===== config.mk =====
export PLATFORM = sky130hd
export DESIGN_NAME = spf_pin_config
export DESIGN_NICKNAME = d
export VERILOG_FILES = /design/src/core/spf_pkg.sv /design/src/core/spf_debounce.sv /design/src/core/spf_pin_config.sv
export VERILOG_INCLUDE_DIRS = /design/src /design/src/core
export SDC_FILE = /design/constraint.sdc
export NUM_CORES = 1
export LEC_CHECK = 0
export BUFFER_PORTS_ARGS = -buffer_cell sky130_fd_sc_hd__clkbuf_2
export CAP_MARGIN = 25
export CORE_MARGIN = 2
export CORE_UTILIZATION = 31
export DETAILED_ROUTE_END_ITERATION = 10
export GPL_ROUTABILITY_DRIVEN = 0
export SYNTH_ARGS = -nofsm -noshare
export SYNTH_HDL_FRONTEND = slang
export SYNTH_SLANG_ARGS = --single-unit

===== constraint.sdc =====
create_clock -name CLOCK_IN -period 15.7 [get_ports CLOCK_IN]
set_input_delay 0 -clock CLOCK_IN [delete_from_list [all_inputs] [get_ports CLOCK_IN]]
set_output_delay 0 -clock CLOCK_IN [all_outputs]
set_load 0.01 [all_outputs]

===== src/core/spf_regs.svh =====
`ifndef SPF_REGS_SVH
`define SPF_REGS_SVH

// Register addresses on the device register port.
`define SPF_ADDR_FUNC_EN 8'h20
`define SPF_ADDR_FUNC_SEL 8'h21
`define SPF_ADDR_DRV_UPPER 8'h22
`define SPF_ADDR_DRV_LOWER 8'h23
`define SPF_ADDR_OSC_CFG 8'h24
`define SPF_ADDR_GPO_STATE 8'h25
`define SPF_ADDR_DEB_CFG 8'h26
`define SPF_ADDR_LP_THRESH 8'h27

// Writable masks; reserved bits are dropped on write and read as zero.
`define SPF_FSEL_WMASK 4'he
`define SPF_OSC_WMASK 8'hd0
`define SPF_DEB_WMASK 8'hfe

// Field positions.
`define SPF_OSC_LOAD_BIT 7
`define SPF_OSC_XTAL_BIT 6
`define SPF_OSC_PP_BIT 4
`define SPF_DEB_TIME_HI 7
`define SPF_DEB_TIME_LO 4
`define SPF_DEB_EN_HI 3
`define SPF_DEB_EN_LO 1
`define SPF_UPPER_LO 8
`define SPF_UPPER_HI 11

// Pin groups and their idle values.
`define SPF_IN_ALL_HIGH 3'h7
`define SPF_SYNC_ALL_HIGH 4'hf
`define SPF_PINS_RELEASED 12'hfff
`define SPF_SYNC_CLK_IDX 3

// Timing: clock rate, debounce step and long-press step.
`define SPF_CLK_HZ 50000000
`define SPF_MS_PER_S 1000
`define SPF_DEB_STEP_MS 5
`define SPF_LP_STEP_MS 100

`endif


===== src/core/spf_pkg.sv =====
package spf_pkg;

  // Configuration image, as loaded from nonvolatile memory.
  typedef struct packed {
    logic [3:0] func_en;
    logic [3:0] func_sel;
    logic [3:0] drv_upper;
    logic [7:0] drv_lower;
    logic [7:0] osc_cfg;
    logic [3:0] gpo;
    logic [7:0] deb_cfg;
    logic [7:0] lp_thresh;
  } spf_cfg_t;

  // State of one input filter.
  typedef struct packed {
    logic stable;
    logic [31:0] cnt;
  } spf_deb_st_t;

  // Press classifier states.
  typedef enum logic [1:0] {
    SPF_BTN_IDLE = 2'b01,
    SPF_BTN_HELD = 2'b10
  } spf_btn_t;

  // Whole state of the top module.
  typedef struct packed {
    spf_cfg_t cfg;
    logic loaded;
    logic [3:0] s1;
    logic [3:0] s2;
    logic [3:0] s3;
    logic [3:0] acc;
    logic btn_n;
    logic rst_req_n;
    logic empd_n;
    spf_btn_t btn;
    logic [31:0] lp_cnt;
    logic long_p;
    logic short_p;
    logic [11:0] pin_out;
    logic [11:0] pin_oe_n;
    logic clk_out;
    logic clk_oe_n;
    logic xtal_on;
    logic crystal_load_internal;
    logic [7:0] rdata;
  } spf_top_st_t;

endpackage : spf_pkg


===== src/core/spf_debounce.sv =====
`timescale 1ns/1ps
`include "spf_regs.svh"

module spf_debounce
  import spf_pkg::*;
(
  input wire logic clk_in,
  input wire logic srst_in,
  input wire logic level_in,
  input wire logic filter_on_in,
  input wire logic [31:0] limit_in,
  output logic level_out
);

  spf_deb_st_t st_r;
  spf_deb_st_t st_nxt;

  ////////////////////////////////////////////////////////////////////////
  // A new level is taken once it has held for limit_in cycles in a row.
  always_comb begin
    st_nxt = st_r;
    if (srst_in) begin
      st_nxt.stable = 1'b1;
      st_nxt.cnt = '0;
    end else if (!filter_on_in) begin
      st_nxt.stable = level_in;
      st_nxt.cnt = '0;
    end else if (level_in == st_r.stable) begin
      st_nxt.cnt = '0;
    end else if (st_r.cnt + 32'h1 >= limit_in) begin
      st_nxt.stable = level_in;
      st_nxt.cnt = '0;
    end else begin
      st_nxt.cnt = st_r.cnt + 32'h1;
    end
  end

  // State register.
  always_ff @(posedge clk_in) begin
    st_r <= st_nxt;
  end

  assign level_out = st_r.stable;

endmodule : spf_debounce


===== src/core/spf_pin_config.sv =====
`timescale 1ns/1ps
`include "spf_regs.svh"

// Overview of operation
// - Pin 12 is general output at select 0, power button input at 1.
// - Pin 11 is general output at select 0, reset request input at 1.
// - Pin 10 is general output at select 0, emergency power-down input at 1.
// - Pin 9 has only general output; its select bit always reads 0.
// - Pins 12 to 9 drive open drain at mode 0, push-pull at 1.
// - Pins 8 to 1 drive open drain at mode 0, push-pull at 1.
// - Crystal load is external at bit 7 clear, internal when set.
// - Crystal driver runs only while oscillator bit 6 is set.
// - Slow clock pin is open drain at bit 4 clear, push-pull when set.
// - General output bit drives pin only while power and sleep bits clear.
// - General output only when function enabled and output function selected.
// - Output, debounce and long-press registers writable unless control group protected.
// - Debounce time equals five times N plus one milliseconds.
// - Each input filter acts only while its enable bit is set.
// - Press lasting at least (N+1) times 100 ms is long, else short.
// - Select, drive and oscillator registers load from memory, then read-only.
// - Pin function works only with its enable bit set, else sequencing.
// - Nonzero sequence fields lock the pin to sequencing.
module spf_pin_config
  import spf_pkg::*;
#(
  parameter int DEB_STEP_CYC = `SPF_CLK_HZ / `SPF_MS_PER_S * `SPF_DEB_STEP_MS,
  parameter int LP_STEP_CYC = `SPF_CLK_HZ / `SPF_MS_PER_S * `SPF_LP_STEP_MS
) (
  input wire logic CLOCK_IN,
  input wire logic SRST_IN,
  input wire logic [7:0] REG_ADDR_IN,
  input wire logic [7:0] REG_WDATA_IN,
  input wire logic REG_WR_IN,
  input wire logic CTL_PROTECT_IN,
  input wire logic NVM_LOAD_IN,
  input wire spf_cfg_t NVM_DATA_IN,
  input wire logic [11:0] SEQ_LEVEL_IN,
  input wire logic [3:0] SEQ_LOCK_IN,
  input wire logic [3:0] PWR_SEQ_IN,
  input wire logic [3:0] SLP_SEQ_IN,
  input wire logic [2:0] PIN_IN,
  input wire logic SLOW_CLK_IN,
  output logic [7:0] REG_RDATA_OUT,
  output logic [11:0] PIN_OUT,
  output logic [11:0] PIN_OE_N_OUT,
  output logic SLOW_CLK_OUT,
  output logic SLOW_CLK_OE_N_OUT,
  output logic XTAL_DRIVER_ON_OUT,
  output logic CRYSTAL_LOAD_INTERNAL_INTERNAL_OUT,
  output logic POWER_BUTTON_N_OUT,
  output logic RESET_REQUEST_N_OUT,
  output logic EMERGENCY_PD_N_OUT,
  output logic LONG_PRESS_OUT,
  output logic SHORT_PRESS_OUT
);

  ////////////////////////////////////////////////////////////////////////
  // Helper functions.

  // Cycle count of a step time scaled by a field value plus one.
  function automatic logic [31:0] spf_scale(input int step, input logic [7:0] n);
    logic [31:0] prod;
    prod = 32'(step) * (32'(n) + 32'h1);
    return prod;
  endfunction : spf_scale

  // Pin drive: bit 1 is the data, bit 0 the active-low enable.
  function automatic logic [1:0] spf_drive(input logic level, input logic pp);
    logic [1:0] d;
    if (pp) begin
      d = {level, 1'b0};
    end else begin
      d = {1'b0, level};
    end
    return d;
  endfunction : spf_drive

  ////////////////////////////////////////////////////////////////////////
  // State and filtered inputs.

  spf_top_st_t st_r;
  spf_top_st_t st_nxt;
  logic [2:0] filt_lvl;
  logic [31:0] deb_limit;
  logic [31:0] lp_limit;
  logic [3:0] fn_active;
  logic [3:0] fsel_eff;
  logic [3:0] in_mode;
  logic [3:0] gpo_mode;
  logic [2:0] deb_on;

  // Limits from the debounce and long-press fields.
  // debounce scaling
  assign deb_limit = spf_scale(DEB_STEP_CYC,
    {4'h0, st_r.cfg.deb_cfg[`SPF_DEB_TIME_HI:`SPF_DEB_TIME_LO]});
  assign lp_limit = spf_scale(LP_STEP_CYC, st_r.cfg.lp_thresh);
  assign deb_on = st_r.cfg.deb_cfg[`SPF_DEB_EN_HI:`SPF_DEB_EN_LO];

  // Function decode for pins 12 to 9; index 0 is pin 9.
  // function enable
  assign fn_active = st_r.cfg.func_en & ~SEQ_LOCK_IN;
  assign fsel_eff = {st_r.cfg.func_sel[3:1], 1'b0};
  assign in_mode = fn_active & fsel_eff;
  assign gpo_mode = fn_active & ~fsel_eff;

  ////////////////////////////////////////////////////////////////////////
  // Input filters for pins 10, 11 and 12, fed from the synchronisers.
  for (genvar g = 0; g < 3; g++) begin : g_deb
    spf_debounce u_deb (
      .clk_in(CLOCK_IN),
      .srst_in(SRST_IN),
      .level_in(st_r.acc[g]),
      .filter_on_in(deb_on[g]),
      .limit_in(deb_limit),
      .level_out(filt_lvl[g])
    );
  end

  ////////////////////////////////////////////////////////////////////////
  // Next-state logic.
  always_comb begin
    logic [1:0] drv;
    logic lvl;
    logic wr_ok;
    logic btn_lvl;
    drv = 2'b00;
    lvl = 1'b0;
    wr_ok = 1'b0;
    btn_lvl = 1'b1;
    st_nxt = st_r;

    // Synchronisers: three stages, accepted when the last two agree.
    st_nxt.s1 = {SLOW_CLK_IN, PIN_IN};
    st_nxt.s2 = st_r.s1;
    st_nxt.s3 = st_r.s2;
    for (int i = 0; i < 4; i++) begin
      if (st_r.s2[i] == st_r.s3[i]) begin
        st_nxt.acc[i] = st_r.s3[i];
      end
    end

    // Configuration load from nonvolatile memory wins over a write.
    if (NVM_LOAD_IN) begin
      st_nxt.cfg = NVM_DATA_IN;
      st_nxt.cfg.func_sel = NVM_DATA_IN.func_sel & `SPF_FSEL_WMASK;
      st_nxt.cfg.osc_cfg = NVM_DATA_IN.osc_cfg & `SPF_OSC_WMASK;
      st_nxt.cfg.deb_cfg = NVM_DATA_IN.deb_cfg & `SPF_DEB_WMASK;
      st_nxt.loaded = 1'b1;
    end else if (REG_WR_IN) begin
      wr_ok = !CTL_PROTECT_IN;
      case (REG_ADDR_IN)
        `SPF_ADDR_FUNC_EN: begin
          if (!st_r.loaded) begin
            st_nxt.cfg.func_en = REG_WDATA_IN[3:0];
          end
        end
        `SPF_ADDR_FUNC_SEL: begin
          if (!st_r.loaded) begin
            st_nxt.cfg.func_sel = REG_WDATA_IN[3:0] & `SPF_FSEL_WMASK;
          end
        end
        `SPF_ADDR_DRV_UPPER: begin
          if (!st_r.loaded) begin
            st_nxt.cfg.drv_upper = REG_WDATA_IN[3:0];
          end
        end
        `SPF_ADDR_DRV_LOWER: begin
          if (!st_r.loaded) begin
            st_nxt.cfg.drv_lower = REG_WDATA_IN;
          end
        end
        `SPF_ADDR_OSC_CFG: begin
          if (!st_r.loaded) begin
            st_nxt.cfg.osc_cfg = REG_WDATA_IN & `SPF_OSC_WMASK;
          end
        end
        `SPF_ADDR_GPO_STATE: begin
          if (wr_ok) begin
            st_nxt.cfg.gpo = REG_WDATA_IN[3:0];
          end
        end
        `SPF_ADDR_DEB_CFG: begin
          if (wr_ok) begin
            st_nxt.cfg.deb_cfg = REG_WDATA_IN & `SPF_DEB_WMASK;
          end
        end
        `SPF_ADDR_LP_THRESH: begin
          if (wr_ok) begin
            st_nxt.cfg.lp_thresh = REG_WDATA_IN;
          end
        end
        default: begin
          st_nxt.cfg = st_r.cfg;
        end
      endcase
    end

    // Register read port, one cycle behind the address.
    // reserved read zero
    case (REG_ADDR_IN)
      `SPF_ADDR_FUNC_EN: st_nxt.rdata = {4'h0, st_r.cfg.func_en};
      `SPF_ADDR_FUNC_SEL: st_nxt.rdata = {4'h0, fsel_eff};
      `SPF_ADDR_DRV_UPPER: st_nxt.rdata = {4'h0, st_r.cfg.drv_upper};
      `SPF_ADDR_DRV_LOWER: st_nxt.rdata = st_r.cfg.drv_lower;
      `SPF_ADDR_OSC_CFG: st_nxt.rdata = st_r.cfg.osc_cfg;
      `SPF_ADDR_GPO_STATE: st_nxt.rdata = {4'h0, st_r.cfg.gpo};
      `SPF_ADDR_DEB_CFG: st_nxt.rdata = st_r.cfg.deb_cfg;
      `SPF_ADDR_LP_THRESH: st_nxt.rdata = st_r.cfg.lp_thresh;
      default: st_nxt.rdata = 8'h00;
    endcase

    // Lower sequencing pins 8 to 1 always follow the sequencer.
    for (int i = 0; i < `SPF_UPPER_LO; i++) begin
      drv = spf_drive(SEQ_LEVEL_IN[i], st_r.cfg.drv_lower[i]);
      st_nxt.pin_out[i] = drv[1];
      st_nxt.pin_oe_n[i] = drv[0];
    end

    // Upper pins 12 to 9: input, general output or sequencing.
    for (int j = 0; j < 4; j++) begin
      lvl = SEQ_LEVEL_IN[`SPF_UPPER_LO + j];
      if (gpo_mode[j] && !PWR_SEQ_IN[j] && !SLP_SEQ_IN[j]) begin
        lvl = st_r.cfg.gpo[j];
      end
      drv = spf_drive(lvl, st_r.cfg.drv_upper[j]);
      if (in_mode[j]) begin
        drv = 2'b01;
      end
      st_nxt.pin_out[`SPF_UPPER_LO + j] = drv[1];
      st_nxt.pin_oe_n[`SPF_UPPER_LO + j] = drv[0];
    end

    // Input functions; an unused input reads as released.
    // power button
    st_nxt.btn_n = in_mode[3] ? filt_lvl[2] : 1'b1;
    st_nxt.rst_req_n = in_mode[2] ? filt_lvl[1] : 1'b1;
    st_nxt.empd_n = in_mode[1] ? filt_lvl[0] : 1'b1;
    btn_lvl = st_nxt.btn_n;

    // Press classifier: count low cycles, judge on release.
    st_nxt.long_p = 1'b0;
    st_nxt.short_p = 1'b0;
    case (st_r.btn)
      SPF_BTN_IDLE: begin
        st_nxt.lp_cnt = '0;
        if (!btn_lvl) begin
          st_nxt.btn = SPF_BTN_HELD;
          st_nxt.lp_cnt = 32'h1;
        end
      end
      SPF_BTN_HELD: begin
        if (btn_lvl) begin
          st_nxt.long_p = (st_r.lp_cnt >= lp_limit);
          st_nxt.short_p = (st_r.lp_cnt < lp_limit);
          st_nxt.btn = SPF_BTN_IDLE;
          st_nxt.lp_cnt = '0;
        end else if (st_r.lp_cnt < lp_limit) begin
          st_nxt.lp_cnt = st_r.lp_cnt + 32'h1;
        end
      end
      default: begin
        st_nxt.btn = SPF_BTN_IDLE;
        st_nxt.lp_cnt = '0;
      end
    endcase

    // Oscillator controls and the slow clock output pin.
    // crystal load
    st_nxt.crystal_load_internal = st_r.cfg.osc_cfg[`SPF_OSC_LOAD_BIT];
    st_nxt.xtal_on = st_r.cfg.osc_cfg[`SPF_OSC_XTAL_BIT];
    drv = spf_drive(st_r.acc[`SPF_SYNC_CLK_IDX], st_r.cfg.osc_cfg[`SPF_OSC_PP_BIT]);
    st_nxt.clk_out = drv[1];
    st_nxt.clk_oe_n = drv[0];

    // Synchronous reset: pins released, inputs idle high.
    if (SRST_IN) begin
      st_nxt = '0;
      st_nxt.s1 = `SPF_SYNC_ALL_HIGH;
      st_nxt.s2 = `SPF_SYNC_ALL_HIGH;
      st_nxt.s3 = `SPF_SYNC_ALL_HIGH;
      st_nxt.acc = `SPF_SYNC_ALL_HIGH;
      st_nxt.btn_n = 1'b1;
      st_nxt.rst_req_n = 1'b1;
      st_nxt.empd_n = 1'b1;
      st_nxt.btn = SPF_BTN_IDLE;
      st_nxt.pin_oe_n = `SPF_PINS_RELEASED;
      st_nxt.clk_oe_n = 1'b1;
    end
  end

  // State register.
  always_ff @(posedge CLOCK_IN) begin
    st_r <= st_nxt;
  end

  ////////////////////////////////////////////////////////////////////////
  // Outputs, each straight from the state register.
  assign REG_RDATA_OUT = st_r.rdata;
  assign PIN_OUT = st_r.pin_out;
  assign PIN_OE_N_OUT = st_r.pin_oe_n;
  assign SLOW_CLK_OUT = st_r.clk_out;
  assign SLOW_CLK_OE_N_OUT = st_r.clk_oe_n;
  assign XTAL_DRIVER_ON_OUT = st_r.xtal_on;
  assign CRYSTAL_LOAD_INTERNAL_INTERNAL_OUT = st_r.crystal_load_internal;
  assign POWER_BUTTON_N_OUT = st_r.btn_n;
  assign RESET_REQUEST_N_OUT = st_r.rst_req_n;
  assign EMERGENCY_PD_N_OUT = st_r.empd_n;
  assign LONG_PRESS_OUT = st_r.long_p;
  assign SHORT_PRESS_OUT = st_r.short_p;

endmodule : spf_pin_config


# Word-level counts from Yosys, hierarchy flattened
# Index checks and enable logic that the tools add are counted.
# W data, S select, Z words.
# totals
reg_bits	232
in_bits	97
out_inout_bits	41
# op_classes
add_sub_neg	6
multipliers	2
order_cmp	5
eq_ne	28
mux	56
bitwise	25
reduce_logical	60
# ops
cell	n
$mux W32	8
$add A32 B1 Y32 const B	4
$mux W33	3
$ge A32 B23 Y1	3
$mux W48	2
$pmux W34 S2	1
$eq A8 B6 Y1 const B	8
$mux W8	8
$pmux W8 S8	1
$mux W34	1
$ge A32 B32 Y1	1
$lt A32 B32 Y1	1
$reduce_or A2 Y1	15
$mux W4	7
$mul A17 B9 Y26 const A	1
$mux W1	24
$reduce_and A3 Y1	8
$not A1 Y1	20
$mul A14 B5 Y19 const A	1
$reduce_bool A2 Y1	9
$reduce_or A3 Y1	5
$and A4 B4 Y4	3
$ne A2 B2 Y1 const B	6
$reduce_or A4 Y1	3
other kinds (12)	39

# Logic depth before layout (Yosys ltp)
# Gate-level depths: netlist of run 1.
# depth
ltp_word	7
ltp_mapped	32
ltp_nobuf	30

# Modules after synthesis
# From an unflattened synthesis of run 1, not the netlist that was laid out.
# hier_totals
cells_unflattened	2028
area_unflattened_um2	17292.8
# by_module_without_submodules
mod	n_inst	cells_each	area_per_inst_um2	seq_area_each_um2
spf_pin_config	1	1215	10341.2	2662.6
spf_debounce	3	271	2317.2	660.6

# Worst setup path after synthesis of run 1
# OpenSTA, ideal clock, no wires.
# synth_path
path_kind	register to register
startpoint	register st_r[92] (netlist name)
endpoint	register st_r[65] (netlist name)
arrival_time_ns	7.044
setup_slack_ns	8.585
path_stages_with_launch	31
path_buffers	1
path_cell_list	dfxtp_1 > ha_1 > nand3_1 > nor2_1 > xor2_1 > ha_1 > xor2_1 > ha_1 > fa_1 > inv_1 > fa_1 > inv_1 > ha_1 > o21ai_0 > o21ai_0 > o211ai_1 > a211oi_1 > o31ai_1 > nand2b_1 > a21oi_1 > xor2_1 > ha_1 > a21o_1 > a21o_1 > a221oi_1 > o21ai_0 > o21ai_1 > nand4_1 > clkbuf_1 > or3_1 > a21oi_1
# synth_between
elab_chain_len	4
# synth_rtl
element	line	source
start: declaration	spf_pin_config.sv:81	spf_top_st_t st_r;
start signal: assignment	spf_pin_config.sv:293	st_r <= st_nxt;
$add A8 B1 Y9	spf_pin_config.sv:63	prod = 32'(step) * (32'(n) + 32'h1);
$mul A17 B9 Y26	spf_pin_config.sv:63	
$lt A32 B32 Y1	spf_pin_config.sv:257	end else if (st_r.lp_cnt < lp_limit) begin
$ne A3 B3 Y1 (no line)	--	
# No other way between the ends.
# A chain may end at the register's enable or synchronous reset.

# Final worst setup path of run 1
# layout_path
startpoint	register st_r[92] (netlist name)
endpoint	register st_r[69] (netlist name)
# The elaborated chain is that of the path after synthesis.

==> metrics.txt, run 1 <==
status finished, final reports clean; Cell Pwr Density 93.4 nW/µm²; Clock Skew 0.0160 ns; max-slew violations 0; Leak 8.41 nW; critical path launch point type flip-flop; Seq/Total Area, Yosys 30.3%; Power Total 1.74 mW; starting density of the core 31.4%; DR pass1 iterations 5; clock root buffer clkbuf_16; maximum number of pins on one net before global-route repair 80; clk buf depth 3; post-CTS setup buffers 0; register area 4640 µm²; Required @ worst endpoint 16.19 ns; Core Area 48800 µm²; Rel. slew slack 35.1%; total gr overflow 0; EDFF count, synth 0; hold buffers post-CTS 97; Syn Area/Cell 8.76 µm²; Mapped Area 15300 µm²; most frequent cells in the layout dfxtp_1 (232), ha_1 (194), inv_1 (140); total CTS buffers 28; Placement Rows 81; library cells used by synthesis 69; Max FO, Critical Path 18; net load switching power 493 µW; Layout area overhead 21.2%; CP most frequent cell inv_1; port buffer count 130; Seq pwr share 35.7%; Tightest Hold Check Type input pin to flip-flop; post-route ant nets 0; Int Power 1.24 mW; synthesized instance count 1752; Final setup viols 0; first-pass GRT wire length 65000 µm; die footprint 51300 µm²; htree depth 1; Final Hold Fails 0; Clock transition at path regs 0.06 ns; Comb pwr share 20.6%; Peak VDD IR 0.0791 mV; Skew-Pair Late Insertion Delay 0.56 ns; antenna cell count 0; warnings from Yosys 0; chip width 226 µm; CTS tree yes; Post-CTS Resized 0; asr flop ratio synth 0%; nets@finish 2280; vias in the first global route 13000; Finished Layout Cells 2644; ys flop type dfxtp_1; HPWL Detailed 30200 µm; slowest library cell on the worst path o21ai_1; share of cells above drive strength 1 11.5%; Clock power frac 43.6%; placed cells 2492; switch share 28.4%; DRT Wirelength 40200 µm; Die H 226 µm; drt drc 0; Fill cells 4962; worst-margin pin slew 0.966 ns; CP Class flip-flop to flip-flop; initial DRC count 777; setup_tns 0 ns; crit path DAT 10.23 ns; fin crit period 9.74 ns; total track usage 15.6%; initial antenna violation count 1; DR vias 13000; synthesized flop and latch total 232; DR vias/cell 4.93; CTS sink cnt 232; wire length per cell 15.2 µm; Peak Freq 103 MHz; CP Capture Type flip-flop; area of the multi-input gates 9830 µm²; final period utilization 62.0%; max-cap violations 0; io pins 138; crit-path max cell delay 0.80 ns; commonest non-fill, non-tap cell in the layout dfxtp_1; RSZ-0062 raised after global routing no
flip-flops by register name (all words and copies together), names as in the netlist:
| name | count |
|---|---|
| CRYSTAL_LOAD_INTERNAL_INTERNAL_OUT | 1 |
| LONG_PRESS_OUT | 1 |
| SLOW_CLK_OUT | 1 |
| XTAL_DRIVER_ON_OUT | 1 |
| PIN_OE_N_OUT | 12 |
| RESET_REQUEST_N_OUT | 1 |
| SLOW_CLK_OE_N_OUT | 1 |
| fsel_eff | 3 |
| EMERGENCY_PD_N_OUT | 1 |
| g_deb.u_deb.level_out | 3 |
| SHORT_PRESS_OUT | 1 |
| deb_on | 3 |
| POWER_BUTTON_N_OUT | 1 |
| PIN_OUT | 12 |
| g_deb.u_deb.st_r | 96 |
| REG_RDATA_OUT | 8 |
| st_r | 86 |
per-layer routing:
metal | wire [µm] | up-vias | global-route usage, %
met5 | 13 | - | 0
met4 | 1240 | 2 | 4.90
met3 | 2110 | 73 | 3.58
met2 | 19300 | 260 | 26.7
met1 | 17500 | 6205 | 19.4
li1 | - | 6486 | -
synthesized netlist by cell type, types with 4 or more instances:
cell | number | area [µm²]
xnor2_1 | 68 | 596
o21bai_1 | 8 | 60.1
nor4_1 | 8 | 50.1
nor4b_1 | 4 | 35.0
nand2_1 | 104 | 390
a211oi_1 | 13 | 97.6
nor2_1 | 133 | 499
xor2_1 | 62 | 543
o21a_1 | 7 | 52.6
clkbuf_1 | 47 | 176
or4_1 | 6 | 45.0
mux2i_1 | 38 | 380
ha_1 | 194 | 2430
or3_1 | 22 | 138
mux2_2 | 11 | 124
a211o_1 | 5 | 43.8
a221oi_1 | 7 | 61.3
a21o_1 | 30 | 225
nor3b_1 | 13 | 97.6
a31oi_1 | 12 | 75.1
and2_1 | 7 | 43.8
and4_1 | 14 | 123
nor2b_1 | 58 | 363
a22oi_1 | 8 | 60.1
dfxtp_1 | 232 | 4640
nand3_1 | 66 | 330
fa_1 | 31 | 621
or2_2 | 19 | 119
o31ai_1 | 8 | 60.1
inv_1 | 140 | 526
and3_1 | 51 | 319
nor3_1 | 22 | 110
nand2b_1 | 11 | 68.8
a21oi_1 | 117 | 586
o211ai_1 | 7 | 52.6
nand4_1 | 39 | 244
and3b_1 | 4 | 35.0
buf_4 | 32 | 240
o21ai_0 | 43 | 215
critical path: cells and delay by family (launching register included):
kind            cells  cell delay, ns
compound gates     12            3.64
flops               1            0.63
simple gates        5            1.89
fa+ha+maj           6            2.35
xor+xnor            2            0.90
buf+inv             4            0.23
per-stage QoR:
step | worst slack, ns | hold WS [ns] | util, % | cell area [µm²]
global placement | 6.25 | 0.188 | 33.8 | 16500
finish | 5.96 | 0.0414 | 38.1 | 18600
detailed placement | 6.10 | 0.194 | 33.8 | 16500
CTS | 6.04 | 0.00339 | 38.0 | 18600
floorplan | 8.59 | 0.104 | - | 15400
global route | 5.13 | 0.0495 | 38.1 | 18600
power groups by stage:
stage	combinational (mW)	sequential (mW)	clock (mW)
final	0.358	0.621	0.758
after global routing	0.412	0.622	0.801
after CTS	0.361	0.620	0.774
after detailed placement	0.336	0.633	0
after global placement	0.327	0.632	0
after floorplan	0.249	0.626	0
kinds of logic (layout without fill, tap and decap cells):
| group | count (synthesis) | after routing | synth area share, % |
|---|---|---|---|
| AO/OA/AOI/OAI | 296 | 296 | 12.1 |
| XOR/XNOR | 130 | 130 | 7.42 |
| adder cells (fa/ha/maj) | 225 | 225 | 19.9 |
| buffers and inverters | 224 | 426 | 6.36 |
| flip-flops | 232 | 232 | 30.3 |
| multiplexers | 50 | 50 | 3.43 |
| other | 1 | 27 | 0.0244 |
| AND/OR/NAND/NOR | 594 | 594 | 20.5 |
final timing paths:
| kind | start | to | slack, ns | cells past startpoint |
|---|---|---|---|---|
| setup / recovery | st_r[92] | st_r[69] | 5.96 | 29 |
| hold reg to reg | st_r[89] | st_r[85] | 0.41 | 1 |
| hold / removal | REG_WDATA_IN[3] | st_r[131] | 0.04 | 4 |
| setup reg to reg | st_r[92] | st_r[69] | 5.96 | 29 |
final cells by class:
type / count / area share (%)
Multi-Input combinational cell: 1322 / 52.8
Sequential cell: 232 / 25.0
Timing Repair Buffer: 234 / 9.11
Tap cell: 664 / 4.47
Clock buffer: 30 / 3.92
Inverter: 140 / 2.82
Clock inverter: 22 / 1.89
Note: power is estimated with default switching activity, not from simulation.
==> run 2: changes to the inputs <==
clock period = 7.8 ns   (was 15.7 ns; I/O delays follow)
==> run 2 against run 1 <==
Worst hold slack gained 0.0097 ns. Sequential power grew 100%. Wire length grew 0.72%. Count of clock-buffer cells in the layout grew 9. Critical endpoint is now st_r[66].
==> metrics.txt, run 2 (same netlist as run 1, synthesis figures left out) <==
total track usage 15.5%; htree depth 1; Cell Pwr Density 181 nW/µm²; GRT met2 Usage 26.7%; total gr overflow 0; chip width 226 µm; post-route ant nets 0; vias in the first global route 13000; status finished, final reports clean; met1 Resource Use GR 19.4%; clock root buffer clkbuf_16; commonest non-fill, non-tap cell in the layout dfxtp_1; Crit path max-delay family adder cells; Clock transition at path regs 0.06 ns; die footprint 51300 µm²; Largest register FFs 96; Leak 8.45 nW; maximum number of pins on one net before global-route repair 75; Power Total 3.38 mW; WP buf/inv 5; initial DRC count 868; total CTS buffers 28; Most Crowded Layer GR met2; HPWL Detailed 30600 µm; fin crit period 7.33 ns; Max FO, Critical Path 17; starting density of the core 31.4%; most flop-heavy register g_deb.u_deb.st_r; final period utilization 93.9%; DR pass1 iterations 5; CP Class flip-flop to flip-flop; crit path DAT 7.82 ns; max-cap violations 0; Final Hold Fails 0; Cell Area, Placed 16600 µm²; Die H 226 µm; Core Area 48800 µm²; io pins 138; RSZ-0062 raised after global routing no; wire length per cell 15.2 µm; most frequent cells in the layout dfxtp_1 (231), ha_1 (194), inv_1 (139); CP Capture Type flip-flop; share of cells above drive strength 1 12.5%; hold slack final 0.0511 ns; Tightest Hold Check Type input pin to flip-flop; Skew-Pair Late Insertion Delay 0.57 ns; CTS sink cnt 232; Required @ worst endpoint 8.29 ns; Layout area overhead 21.6%; Clock Skew 0.0202 ns; Final setup viols 0; CP most frequent cell ha_1; DR vias 13100; max-slew violations 0; crit-path max cell delay 0.55 ns; critical path launch point type flip-flop; antenna cell count 0; final instance area 18700 µm²; Layout Utilization 38.2%; CTS tree yes; Peak VDD IR 0.168 mV; DR vias/cell 4.92; port buffer count 130; drt drc 0; slowest library cell on the worst path fa_1; setup_tns 0 ns; first-pass GRT wire length 64500 µm; worst-margin pin slew 0.848 ns; nets@finish 2296; Placement Rows 81; Rel. slew slack 43.2%; Peak Freq 137 MHz; Top Registers g_deb.u_deb.st_r (96), st_r (86); initial antenna violation count 2; M3 GR Usage 3.01%; clk buf depth 3; DRT Wirelength 40500 µm
-- run 2: worst min-delay path, cell delays in order --
cell,delay [ns]
clkbuf_2,0.15
nor2b_1,0.18
mux2i_1,0.14
a21oi_1,0.08
-- run 2: area by class of cell --
type	count	area, µm²
clock buffer	39	823
clock inverter	13	175
fill	4974	30200
inverter	140	526
multi-input combinational	1322	9860
sequential	232	4650
tap	664	831
timing repair buffer	250	1800
-- run 2: what timing repair did --
action / in CTS / in global routing
buffers inserted: 0 / 1
hold buffers: 97 / 0
gates resized for setup: 0 / 8
endpoints found under the setup margin: 0 / 31
hold endpoints to repair: 89 / 0
-- run 2: power breakdown --
part | total [mW] | internal, mW | switching [mW]
registers | 1.25 | 1.22 | 0.0334
clock network | 1.40 | 0.867 | 0.531
logic | 0.728 | 0.315 | 0.413
total | 3.38 | 2.40 | 0.977
-- run 2: worst paths after layout --
path / cells past startpoint / to / slack (ns) / start
hold / removal: 4 / fsel_eff[3] / 0.05 / REG_WDATA_IN[3]
setup reg to reg: 32 / st_r[66] / 0.47 / st_r[93]
setup / recovery: 32 / st_r[66] / 0.47 / st_r[93]
hold reg to reg: 1 / st_r[83] / 0.41 / st_r[87]
-- run 2: metrics by stage --
step / setup WS (ns) / std cells
floorplan: 0.685 / 1778
global placement: 0.453 / 2509
detailed placement: 0.315 / 2510
CTS: 0.285 / 2659
global route: 0.0202 / 2660
finish: 0.475 / 2660
-- run 2: layer usage --
| metal | up-vias | share of wire (%) |
|---|---|---|
| li1 | 6510 | - |
| met1 | 6192 | 44 |
| met2 | 279 | 48 |
| met3 | 91 | 5.4 |
| met4 | 2 | 3.3 |
| met5 | - | 0.027 |
==> run 3: changes to the inputs <==
BUFFER_PORTS_ARGS = -buffer_cell sky130_fd_sc_hd__buf_4   (was -buffer_cell sky130_fd_sc_hd__clkbuf_2)
==> run 3 against run 2 <==
Cell count grew 0.34%. Highest routed layer is now met4. Sequential share of layout area shrank 0.51 points. Power shrank 1.9%. Non-clock buffer count grew 11. Largest power group unchanged. Worst hold slack gained 0.0070 ns. Wire length grew 1.2%. Critical path type unchanged.
==> metrics.txt, run 3 (same netlist as run 1, synthesis figures left out) <==
status finished, final reports clean; wire length per cell 15.3 µm; CP Class flip-flop to flip-flop; Layout area overhead 24.1%; Skew-Pair Late Insertion Delay 0.56 ns; DR vias/cell 4.90; total gr overflow 0; Leak 8.54 nW; HPWL Detailed 30600 µm; initial DRC count 874; crit-path max cell delay 0.55 ns; Core Area 48800 µm²; Clock transition at path regs 0.06 ns; die footprint 51300 µm²; RSZ-0062 raised after global routing no; post-route ant nets 0; drt drc 0; CTS tree yes; final period utilization 94.3%; DRT Wirelength 41000 µm; Cell Area, Placed 16900 µm²; clock root buffer clkbuf_16; max-cap violations 0; initial antenna violation count 0; Final Hold Fails 0; Clock Skew 0.0143 ns; CP Capture Type flip-flop; max-slew violations 0; htree depth 1; total track usage 15.6%; nets@finish 2306; CTS sink cnt 232; DR vias 13100; most frequent cells in the layout dfxtp_1 (232), ha_1 (194), buf_4 (153); Required @ worst endpoint 8.27 ns; final instance area 19000 µm²; io pins 138; port buffer count 130; clk buf depth 3; Largest register FFs 96; Top Registers g_deb.u_deb.st_r (96), st_r (86); Peak VDD IR 0.156 mV; Tightest Hold Check Type input pin to flip-flop; worst-margin pin slew 0.841 ns; Cell Pwr Density 174 nW/µm²; critical path launch point type flip-flop; commonest non-fill, non-tap cell in the layout dfxtp_1; total CTS buffers 27; most flop-heavy register g_deb.u_deb.st_r; first-pass GRT wire length 64500 µm; Max FO, Critical Path 18; slowest library cell on the worst path fa_1; vias in the first global route 12700; Final setup viols 0; Placement Rows 81; chip width 226 µm; maximum number of pins on one net before global-route repair 74; fin crit period 7.36 ns; starting density of the core 31.4%; crit path DAT 7.83 ns; antenna cell count 0; DR pass1 iterations 5; setup_tns 0 ns; Rel. slew slack 43.7%; Peak Freq 136 MHz; Die H 226 µm; share of cells above drive strength 1 12.5%
-- run 3: critical path: cells and delay by family, from the launching register on --
| kind | cells | cell delay (ns) |
|---|---|---|
| flops | 1 | 0.34 |
| fa+ha+maj | 6 | 2.34 |
| buf+inv | 5 | 0.65 |
| xor+xnor | 2 | 0.39 |
| compound gates | 10 | 1.89 |
| simple gates | 7 | 1.65 |
-- run 3: final cells by class --
class / instances / area (µm²)
fill: 4875 / 29800
multi-input combinational: 1322 / 9890
sequential: 232 / 4640
timing repair buffer: 261 / 2230
tap: 664 / 831
clock buffer: 41 / 818
inverter: 140 / 526
clock inverter: 9 / 105
-- run 3: path summary, 6_finish.rpt --
kind,startpoint,endpoint,slack (ns),depth (start not counted)
worst min-delay path,NVM_LOAD_IN,st_r[91],0.06,3
worst min register to register,st_r[90],st_r[86],0.41,1
worst max-delay path,st_r[92],st_r[69],0.44,30
worst max register to register,st_r[92],st_r[69],0.44,30
-- run 3: power by group --
group | total [mW] | switching, mW | internal, mW
registers | 1.25 | 0.0325 | 1.22
logic | 0.748 | 0.414 | 0.334
clock network | 1.31 | 0.526 | 0.788
total | 3.31 | 0.972 | 2.34
-- run 3: repair_timing --
| action | in CTS | in global routing |
|---|---|---|
| gates resized for setup | 0 | 14 |
| hold buffers | 108 | 0 |
| hold endpoints to repair | 92 | 0 |
| setup buffers | 0 | 3 |
| setup endpoints to repair | 0 | 31 |
-- run 3: metal layers --
| metal | track usage (%) | wire length, µm |
|---|---|---|
| met1 | 20.0 | 18100 |
| met2 | 27.3 | 20100 |
| met3 | 2.50 | 1880 |
| met4 | 3.61 | 899 |
| met5 | 0 | 0 |
-- run 3: through the flow --
stage	hold slack [ns]	util [%]	power, mW	setup slack, ns	cells
global placement	0.190	34.7	1.95	0.537	2507
floorplan	0.104	-	1.76	0.685	1778
detailed placement	0.188	34.7	1.97	0.292	2507
global route	0.0701	39.0	3.51	0.000316	2669
finish	0.0582	39.0	3.31	0.441	2669
CTS	0.0241	38.8	3.34	0.247	2665
